`src/include/debp_pkg.sv`:
```
// package of constants for the data eeprom byte programming port
// assumes both link ends and the bench compile it first
package debp_pkg;
	// ----------------------------------------------------------------
	// widths and array size
	// ----------------------------------------------------------------
	localparam int unsigned DATA_W = 8;
	localparam int unsigned ADDR_W = 9;
	localparam int unsigned MEM_DEPTH = 512;
	localparam int unsigned CMD_W = 1 + ADDR_W + DATA_W;
	localparam int unsigned FIFO_DEPTH = 8;
	localparam int unsigned DONE_BIT = 7;

	// ----------------------------------------------------------------
	// command byte values
	// ----------------------------------------------------------------
	localparam logic [7:0] PREFIX = 8'h75;
	localparam logic [7:0] SEL_UPPER = 8'hf1;
	localparam logic [7:0] SEL_DATA = 8'hf2;
	localparam logic [7:0] SEL_LOW = 8'hf3;
	localparam logic [7:0] LAUNCH = 8'he5;
	localparam logic [7:0] LAUNCH_WR = 8'hf1;
	localparam logic [7:0] LAUNCH_RD = 8'hf2;
	localparam logic [7:0] LAUNCH_K1 = 8'hf5;
	localparam logic [7:0] LAUNCH_K2 = 8'ha0;
	localparam logic [7:0] FILL = 8'h00;
	localparam logic [7:0] DONE_MASK = 8'h80;
	localparam logic [7:0] RESULT_RST = 8'h00;

	// ----------------------------------------------------------------
	// sequence positions
	// ----------------------------------------------------------------
	localparam logic [3:0] SEQ_FIRST = 4'h0;
	localparam logic [3:0] SEQ_AFTER_UPPER = 4'h3;
	localparam logic [3:0] SEQ_LAUNCH = 4'h9;
	localparam logic [3:0] SEQ_LAST = 4'he;
	localparam logic [2:0] LAUNCH_LAST_STEP = 3'h4;

	// ----------------------------------------------------------------
	// timing
	// ----------------------------------------------------------------
	localparam int unsigned CLK_PERIOD_NS = 4;
	localparam int unsigned PULSE_MIN_NS = 1000;
	localparam int unsigned PULSE_CYC = (PULSE_MIN_NS + CLK_PERIOD_NS - 1) / CLK_PERIOD_NS;
	localparam logic [3:0] WRITE_PULSES = 4'h8;
	localparam logic [2:0] WAKE_PULSES = 3'h4;
endpackage : debp_pkg

```
`src/include/debp_link_if.sv`:
```
// pins between the external programmer and the data eeprom port
// assumes the programmer drives clock and data, the device answers
`timescale 1ns/1ns
interface debp_link_if;
	logic [7:0] prog_data_bus;
	logic prog_clock_pin;
	logic handshake_toggle;
	logic [7:0] result_port;

	// ----------------------------------------------------------------
	// one view for each end
	// ----------------------------------------------------------------
	modport dev (
		input prog_data_bus,
		input prog_clock_pin,
		output handshake_toggle,
		output result_port
	);
	modport prg (
		output prog_data_bus,
		output prog_clock_pin,
		input handshake_toggle,
		input result_port
	);
endinterface : debp_link_if

```
`src/verilog/debp_device.sv`:
```


module debp_fifo #(
	parameter int unsigned WIDTH = 8,
	parameter int unsigned DEPTH = 8
) (
	input wire logic clock,
	input wire logic rst_n,
	input wire logic clock_en,
	input wire logic in_valid,
	output logic in_ready,
	input wire logic [WIDTH-1:0] in_data,
	output logic out_valid,
	input wire logic out_ready,
	output logic [WIDTH-1:0] out_data
);
	localparam int unsigned PW = $clog2(DEPTH);

	logic [WIDTH-1:0] buf_mem [DEPTH];
	logic [PW:0] wr_ff;
	logic [PW:0] rd_ff;

	wire logic empty = (wr_ff == rd_ff);
	wire logic full = (wr_ff[PW-1:0] == rd_ff[PW-1:0]) && (wr_ff[PW] != rd_ff[PW]);
	wire logic push = in_valid && !full && clock_en;
	wire logic pop = out_ready && !empty && clock_en;

	// ----------------------------------------------------------------
	// pointers with a wrap bit
	// ----------------------------------------------------------------
	always_ff @(posedge clock) begin
		if (!rst_n) begin
			wr_ff <= '0;
			rd_ff <= '0;
		end else begin
			if (push) begin
				wr_ff <= wr_ff + 1'b1;
			end
			if (pop) begin
				rd_ff <= rd_ff + 1'b1;
			end
		end
	end

	// storage
	always_ff @(posedge clock) begin
		if (push) begin
			buf_mem[wr_ff[PW-1:0]] <= in_data;
		end
	end

	assign in_ready = !full;
	assign out_valid = !empty;
	assign out_data = buf_mem[rd_ff[PW-1:0]];
endmodule : debp_fifo

```
`src/verilog/debp_programmer.sv`:
```
// programmer end: byte sequencer and pulse maker behind a command fifo
// assumes a free 250 MHz clock and the fifo module of the device file
`timescale 1ns/1ns
module debp_programmer (
	input wire logic clock,
	input wire logic rst_n,
	input wire logic clock_en,
	input wire logic cmd_valid,
	output logic cmd_ready,
	input wire logic cmd_read,
	input wire logic [8:0] cmd_addr,
	input wire logic [7:0] cmd_data,
	output logic rsp_valid,
	output logic rsp_read,
	output logic [7:0] rsp_data,
	debp_link_if.prg link
);
	typedef enum logic [2:0] {h_wake, h_idle, h_setup, h_high, h_low, h_check, h_result} debp_hstate_t;

	debp_hstate_t state_ff, nxt_state;
	logic [3:0] idx_ff, nxt_idx;
	logic [7:0] cnt_ff;
	logic [2:0] wake_ff;
	logic [debp_pkg::CMD_W-1:0] cmd_ff;
	logic a8_known_ff;
	logic a8_ff;
	logic base_ff;
	logic pin_ff;
	logic [7:0] bus_ff;
	logic t1_ff, t2_ff, t3_ff, tog_ff;
	logic [7:0] r1_ff, r2_ff, r3_ff, res_ff;
	logic rsp_valid_ff, rsp_read_ff;
	logic [7:0] rsp_data_ff;
	logic q_valid;
	logic [debp_pkg::CMD_W-1:0] q_data;

	localparam logic [7:0] PULSE_LAST = 8'(debp_pkg::PULSE_CYC - 1);

	// ----------------------------------------------------------------
	// command queue
	// ----------------------------------------------------------------
	wire logic take = (state_ff == h_idle) && q_valid;

	debp_fifo #(.WIDTH(debp_pkg::CMD_W), .DEPTH(debp_pkg::FIFO_DEPTH)) u_fifo (
		.clock(clock),
		.rst_n(rst_n),
		.clock_en(clock_en),
		.in_valid(cmd_valid),
		.in_ready(cmd_ready),
		.in_data({cmd_read, cmd_addr, cmd_data}),
		.out_valid(q_valid),
		.out_ready(take),
		.out_data(q_data)
	);

	// ----------------------------------------------------------------
	// byte for each sequence position
	// ----------------------------------------------------------------
	wire logic c_rd = cmd_ff[17];
	wire logic c_a8 = cmd_ff[16];
	wire logic [7:0] c_lo = cmd_ff[15:8];
	wire logic [7:0] c_dat = cmd_ff[7:0];
	wire logic q_a8 = q_data[16];
	wire logic skip_upper = a8_known_ff && (a8_ff == q_a8);
	wire logic toggled = (tog_ff != base_ff);
	wire logic pulse_end = (cnt_ff == PULSE_LAST);
	wire logic done_seen = res_ff[debp_pkg::DONE_BIT];

	// full byte string of a write or a read
	function automatic logic [7:0] seq_byte(input logic [3:0] idx, input logic rd,
		input logic a8, input logic [7:0] lo, input logic [7:0] dat);
		logic [7:0] b;
		b = debp_pkg::FILL;
		case (idx)
			4'h0, 4'h3: b = debp_pkg::PREFIX;
			4'h1: b = debp_pkg::SEL_UPPER;
			4'h2: b = {7'h00, a8};
			4'h4: b = rd ? debp_pkg::SEL_LOW : debp_pkg::SEL_DATA;
			4'h5: b = rd ? lo : dat;
			4'h6: b = rd ? debp_pkg::FILL : debp_pkg::PREFIX;
			4'h7: b = rd ? debp_pkg::FILL : debp_pkg::SEL_LOW;
			4'h8: b = rd ? debp_pkg::FILL : lo;
			4'h9: b = debp_pkg::LAUNCH;
			4'ha: b = rd ? debp_pkg::LAUNCH_RD : debp_pkg::LAUNCH_WR;
			4'hb: b = debp_pkg::LAUNCH_K1;
			4'hc: b = debp_pkg::LAUNCH_K2;
			default: b = debp_pkg::FILL;
		endcase
		return b;
	endfunction : seq_byte

	// ----------------------------------------------------------------
	// sequencer
	// ----------------------------------------------------------------
	// one pulse per pass through high and low, then a handshake check
	always_comb begin
		nxt_state = state_ff;
		nxt_idx = idx_ff;
		case (state_ff)
			h_wake: begin
				nxt_state = h_setup;
			end
			h_idle: begin
				if (q_valid) begin
					nxt_state = h_setup;
					nxt_idx = skip_upper ? debp_pkg::SEQ_AFTER_UPPER : debp_pkg::SEQ_FIRST;
				end
			end
			h_setup: begin
				nxt_state = h_high;
			end
			h_high: begin
				if (pulse_end) begin
					nxt_state = h_low;
				end
			end
			h_low: begin
				if (pulse_end) begin
					nxt_state = h_check;
				end
			end
			h_check: begin
				if (wake_ff != 3'h0) begin
					nxt_state = (wake_ff == 3'h1) ? h_idle : h_high;
				end else if (!toggled) begin
					nxt_state = h_high;
				end else if (idx_ff == debp_pkg::SEQ_LAST) begin
					nxt_state = h_result;
				end else begin
					nxt_state = h_setup;
					nxt_idx = idx_ff + 4'h1;
				end
			end
			h_result: begin
				if (!c_rd && !done_seen) begin
					nxt_state = h_setup;
					nxt_idx = debp_pkg::SEQ_LAUNCH;
				end else begin
					nxt_state = h_idle;
				end
			end
			default: begin
				nxt_state = h_idle;
			end
		endcase
	end

	// state, pulse timer and the bus byte
	always_ff @(posedge clock) begin
		if (!rst_n) begin
			state_ff <= h_wake;
			idx_ff <= debp_pkg::SEQ_FIRST;
			cnt_ff <= 8'h00;
			pin_ff <= 1'b0;
			bus_ff <= debp_pkg::FILL;
		end else if (clock_en) begin
			state_ff <= nxt_state;
			idx_ff <= nxt_idx;
			cnt_ff <= (nxt_state != state_ff) ? 8'h00 : cnt_ff + 8'h01;
			pin_ff <= (nxt_state == h_high);
			if (wake_ff == 3'h0) begin
				bus_ff <= seq_byte(nxt_idx, c_rd, c_a8, c_lo, c_dat);
			end
		end
	end

	// command latch, stored upper bit, wake-up pulse count
	always_ff @(posedge clock) begin
		if (!rst_n) begin
			cmd_ff <= '0;
			a8_known_ff <= 1'b0;
			a8_ff <= 1'b0;
			wake_ff <= debp_pkg::WAKE_PULSES;
			base_ff <= 1'b0;
		end else if (clock_en) begin
			if (take) begin
				cmd_ff <= q_data;
				a8_known_ff <= 1'b1;
				a8_ff <= q_a8;
			end
			if ((state_ff == h_check) && (wake_ff != 3'h0)) begin
				wake_ff <= wake_ff - 3'h1;
			end
			if (nxt_state == h_setup) begin
				base_ff <= tog_ff;
			end
		end
	end

	// ----------------------------------------------------------------
	// pin synchronisers, a level counts once stages two and three agree
	// ----------------------------------------------------------------
	always_ff @(posedge clock) begin
		if (!rst_n) begin
			{t1_ff, t2_ff, t3_ff, tog_ff} <= 4'h0;
			{r1_ff, r2_ff, r3_ff, res_ff} <= 32'h0000_0000;
		end else if (clock_en) begin
			{t1_ff, t2_ff, t3_ff} <= {link.handshake_toggle, t1_ff, t2_ff};
			{r1_ff, r2_ff, r3_ff} <= {link.result_port, r1_ff, r2_ff};
			if (t2_ff == t3_ff) begin
				tog_ff <= t3_ff;
			end
			if (r2_ff == r3_ff) begin
				res_ff <= r3_ff;
			end
		end
	end

	// answer to the user, one cycle per finished command
	always_ff @(posedge clock) begin
		if (!rst_n) begin
			rsp_valid_ff <= 1'b0;
			rsp_read_ff <= 1'b0;
			rsp_data_ff <= 8'h00;
		end else if (clock_en) begin
			rsp_valid_ff <= (state_ff == h_result) && (c_rd || done_seen);
			if (state_ff == h_result) begin
				rsp_read_ff <= c_rd;
				rsp_data_ff <= res_ff;
			end
		end
	end

	assign link.prog_clock_pin = pin_ff;
	assign link.prog_data_bus = bus_ff;
	assign rsp_valid = rsp_valid_ff;
	assign rsp_read = rsp_read_ff;
	assign rsp_data = rsp_data_ff;
endmodule : debp_programmer

```
`src/flat_wrapper.sv`:
```
// flat-port wrapper written by rule: the top's interface ports become plain ports
module debp_programmer_flat 
  (clock, rst_n, clock_en, cmd_valid, cmd_ready, cmd_read, cmd_addr, cmd_data, rsp_valid, rsp_read, rsp_data, link_prog_data_bus, link_prog_clock_pin, link_handshake_toggle, link_result_port);
  debp_link_if link_i ();
  input wire logic clock;
  input wire logic rst_n;
  input wire logic clock_en;
  input wire logic cmd_valid;
  output logic cmd_ready;
  input wire logic cmd_read;
  input wire logic [8:0] cmd_addr;
  input wire logic [7:0] cmd_data;
  output logic rsp_valid;
  output logic rsp_read;
  output logic [7:0] rsp_data;
  output wire logic [$bits(link_i.prog_data_bus)-1:0] link_prog_data_bus;
  output wire logic [$bits(link_i.prog_clock_pin)-1:0] link_prog_clock_pin;
  input wire logic [$bits(link_i.handshake_toggle)-1:0] link_handshake_toggle;
  input wire logic [$bits(link_i.result_port)-1:0] link_result_port;
  assign link_prog_data_bus = link_i.prog_data_bus;
  assign link_prog_clock_pin = link_i.prog_clock_pin;
  assign link_i.handshake_toggle = link_handshake_toggle;
  assign link_i.result_port = link_result_port;
  debp_programmer u_core (.clock(clock), .rst_n(rst_n), .clock_en(clock_en), .cmd_valid(cmd_valid), .cmd_ready(cmd_ready), .cmd_read(cmd_read), .cmd_addr(cmd_addr), .cmd_data(cmd_data), .rsp_valid(rsp_valid), .rsp_read(rsp_read), .rsp_data(rsp_data), .link(link_i));
endmodule
```
`config.mk`:
```
export PLATFORM = sky130hd
export DESIGN_NAME = debp_programmer_flat
export DESIGN_NICKNAME = d
export VERILOG_FILES = /design/src/include/debp_pkg.sv /design/src/include/debp_link_if.sv /design/src/verilog/debp_device.sv /design/src/verilog/debp_programmer.sv /design/src/flat_wrapper.sv
export SDC_FILE = /design/constraint.sdc
export NUM_CORES = 1
export LEC_CHECK = 0
export ABC_CLOCK_PERIOD_IN_PS = 5150
export BUFFER_PORTS_ARGS = -buffer_cell sky130_fd_sc_hd__buf_2
export CORE_MARGIN = 1
export CORE_UTILIZATION = 40
export DETAILED_ROUTE_END_ITERATION = 10
export PLACE_DENSITY = 0.58
export SKIP_LAST_GASP = 1
export SYNTH_ARGS = -nofsm -noshare
export SYNTH_HDL_FRONTEND = slang
export SYNTH_HIERARCHICAL = 1
export SYNTH_SLANG_ARGS = --single-unit
export TNS_END_PERCENT = 100
```
`constraint.sdc`:
```
create_clock -name clock -period 5.15 [get_ports clock]
set_input_delay 0.515 -clock clock [delete_from_list [all_inputs] [get_ports clock]]
set_output_delay 0.515 -clock clock [all_outputs]
set_load 0.05 [all_outputs]
```
==> run_results.csv <==
group,metric,value,unit
timing,setup_tns,0,ps
synth,async_flop_share,0,
grt,first_global_vias,6094,
timing,setup-violations-final,0,
timing,timing.final.max_slew_violations,0,
timing,timing.final.crit_period,3480,ps
floorplan,num_io_pins,51,
power,ir_worst_vdd,0.292,mV
synth,synth-edff-count,144,
route,remaining_drc_errors,0,
cts,cts_root_buf,"clkbuf_16",
placement,detailedPlacementHpwl,13300,um
route,route.vias.total,6426,
worst_setup_path,critPathLaunchType,"flop",
synth,synth_top_family_by_area,"multiplexers",
power,p_per_area,368,nW/um^2
synth,synthMuxAreaShare,0.135,
grt,grt.overflow.total,0,
timing,timing_worst_slew_pin_value,1170,ps
route,drt_iter0_drc,299,
floorplan,die_height,164,um
timing,max_freq,0.287,GHz
route,detailedRoute.firstPassIterationCount,4,
final_layout,postLayoutCoreUtil,0.474,
synth,post_synth_adder_cell_area,0.0107,
route,drtAntennaViolNets,0,
cts,clkTransAtPathRegs,60,ps
route,wl_per_cell,17.8,um
worst_setup_path,timing.critical_path.required,5590,ps
final_layout,final_cell_area_excluding_filler_cells,12100,sq um
cts,cts_resized,0,
synth,synthSimpleGateAreaFrac,0.117,
route,viasPerCell,5.26,
final_layout,most_frequent_cells_in_the_layout,"edfxtp_1 (144), dfxtp_1 (103), nand2_1 (101), nor2_1 (69), buf_2 (50)",
synth,synth-compound-area-share,0.0829,
timing,final.period_utilization,0.677,
synth,synth_area,10500,sq um
cts,h-tree-depth,1,
final_layout,layout-drive-gt1-share,0.206,
synth,synth.largest_area_cell,"edfxtp_1",
worst_setup_path,crit_chain,"xnor2_1, and3_1, nand2_1, and4bb_1, nand3_1, a311oi_1, nor2_1, nor3_1, o41a_1, a211oi_1",
grt,global_route_wire_length_before_repair,34200,um
cts,post-cts-setup-buffers,0,
status,run_status,"completed",
hold_path,worstHoldPathType,"input port to flop",
final_layout,final_common_cell,"edfxtp_1",
synth,netlist.area_leader.share,0.412,
final_layout,antenna_cells_inserted,0,
synth,yosysWarnings,6,
synth,synth_flop_cell,"edfxtp_1",
placement,post_dp_cell_area,11100,sq um
floorplan,die_w,164,um
grt,grt_antenna_before_repair,2,
worst_setup_path,crit_type,"flop to flop",
final_layout,final_cells,1222,
timing,hold_viol,0,
cts,clock_insertion_delay_worst_skew,530,ps
worst_setup_path,worst-endpoint-arrival,3930,ps
timing,finClkSkew,9.05,ps
grt,maximum_number_of_pins_on_one_net_before_global_route_repair,83,
run,max_cap_violation_count,0,
floorplan,fp.coreArea,25500,sq um
timing,unrepaired_setup_endpoints_after_global_routing,"no",
power,total_leakage_power,4.10,nW
cts,cts-buffers-inserted,27,
cts,cts.sinks,248,
synth,ys_ff_latch,248,
cts,cts_tree,"done",
worst_setup_path,timing.critical_path.max_delay_family,"simple AND/OR/NAND/NOR gates",
final_layout,num-nets-final,911,
grt,grt.total_usage,0.164,
synth,netlist_top_cells_area,"edfxtp_1 (41%), dfxtp_1 (20%), mux4_2 (7.7%), mux2i_1 (3.8%), nand2_1 (3.6%)",
synth,avgSynthCellArea,12.7,sq um
worst_setup_path,timing.critical_path.slowest_stage_cell,"nor2_1",
placement,io_buffer_count,50,
worst_setup_path,cp_buf_inv_count,0,
final_layout,area_growth,14.9,%
route,totalWireLength,21800,um
cts,postCtsHoldBufs,0,
synth,synth_nets,865,
floorplan,std_cell_rows,58,
floorplan,die_area,26900,sq um
synth,share_of_the_yosys_chip_area_belonging_to_registers,0.610,
synth,synthCells,825,
worst_setup_path,slowest_delay,710,ps
placement,dp_cells,1172,
cts,max-clock-path-buffers,3,
worst_setup_path,critical_path.endpoint_type,"flop",
synth,post_synthesis_share_of_cell_area_spent_on_xor_and_xnor_gates,0.0216,
floorplan,initial_utilization,0.412,
placement,gp_routability_congestion,0.814,
worst_setup_path,cp_max_fanout,14,
timing,timing.slew.headroom,0.215,
synth,library_cells_used_by_synthesis,75,
## layout make-up
cell class | count | area, sq um
fill | 2264 | 13400
sequential | 248 | 6410
multi-input combinational | 518 | 3890
clock buffer | 37 | 753
tap | 330 | 413
timing repair buffer | 64 | 355
clock inverter | 13 | 209
inverter | 12 | 45.0
## metrics by stage
stage                     hold slack, ps  setup WS (ps)  total power, W
final                                217           1670         0.00444
after global routing                 214           1350         0.00461
after CTS                            204           1640         0.00449
after detailed placement             445           1670         0.00244
after global placement               440           1690         0.00243
after floorplan                      431           1760         0.00236
## worst paths after layout
| path | cells after the start | slack, ps | startpoint | end |
|---|---|---|---|---|
| max | 10 | 1670 | u_core/u_fifo/wr_ff[0] | u_core/link.prog_data_bus[0] |
| max reg2reg | 10 | 1670 | u_core/u_fifo/wr_ff[0] | u_core/link.prog_data_bus[0] |
| min reg2reg | 2 | 450 | u_core/rsp_data[5] | u_core/rsp_data[5] |
| min | 3 | 220 | link_result_port[1] | u_core/r1_ff[1] |
## sequential cells by signal, indices dropped and copies added, names as in the netlist, 3 cells and up, named ones only
name,cells
u_core/idx_ff,4
u_core/u_fifo/buf_mem,144
u_core/wake_ff,3
u_core/link.prog_data_bus,8
u_core/state_ff,3
u_core/rsp_data,8
u_core/u_fifo/rd_ff,4
u_core/r3_ff,8
u_core/r1_ff,8
u_core/cnt_ff,8
u_core/cmd_ff,18
u_core/res_ff,8
u_core/r2_ff,8
u_core/u_fifo/wr_ff,4
## worst register-to-register path: stages (launching register included)
cell      delay [ps]
dfxtp_1          510
xnor2_1          240
and3_1           360
nand2_1          230
and4bb_1         300
nand3_1          140
a311oi_1         140
nor2_1           710
nor3_1           100
o41a_1           450
a211oi_1         220
## layer usage
layer	up-vias	share of wire	GRT usage
li1	3181	-	-
met1	3081	0.47	0.230
met2	128	0.45	0.260
met3	32	0.051	0.0336
met4	4	0.018	0.0434
met5	-	0.0014	0
## power by group
| part | switching [W] | internal, W | leakage [nW] |
|---|---|---|---|
| clock | 0.000773 | 0.00128 | 0.469 |
| sequential | 0.0000294 | 0.00213 | 2.14 |
| combinational | 0.000148 | 0.0000877 | 1.49 |
## logic make-up after synthesis
logic type      Yosys count
flops                   248
buf+inv                  59
simple gates            263
compound gates          127
fa+ha+maj                 9
xor+xnor                 25
mux                      94
## cells in the mapped netlist, types with 6 or more instances
cell	number
ha_1	9
o21ai_1	6
a21oi_1	45
nor3_1	9
and2_1	9
inv_1	11
a211oi_1	11
buf_2	12
mux2i_1	40
mux4_2	36
o21ai_0	13
xnor2_1	16
and3_1	6
nand3_1	17
clkbuf_1	32
nand2_1	101
nor2_1	74
xor2_1	8
dfxtp_1	104
edfxtp_1	144
nand4_1	9
mux2_2	18
(Power assumes the default switching activity.)
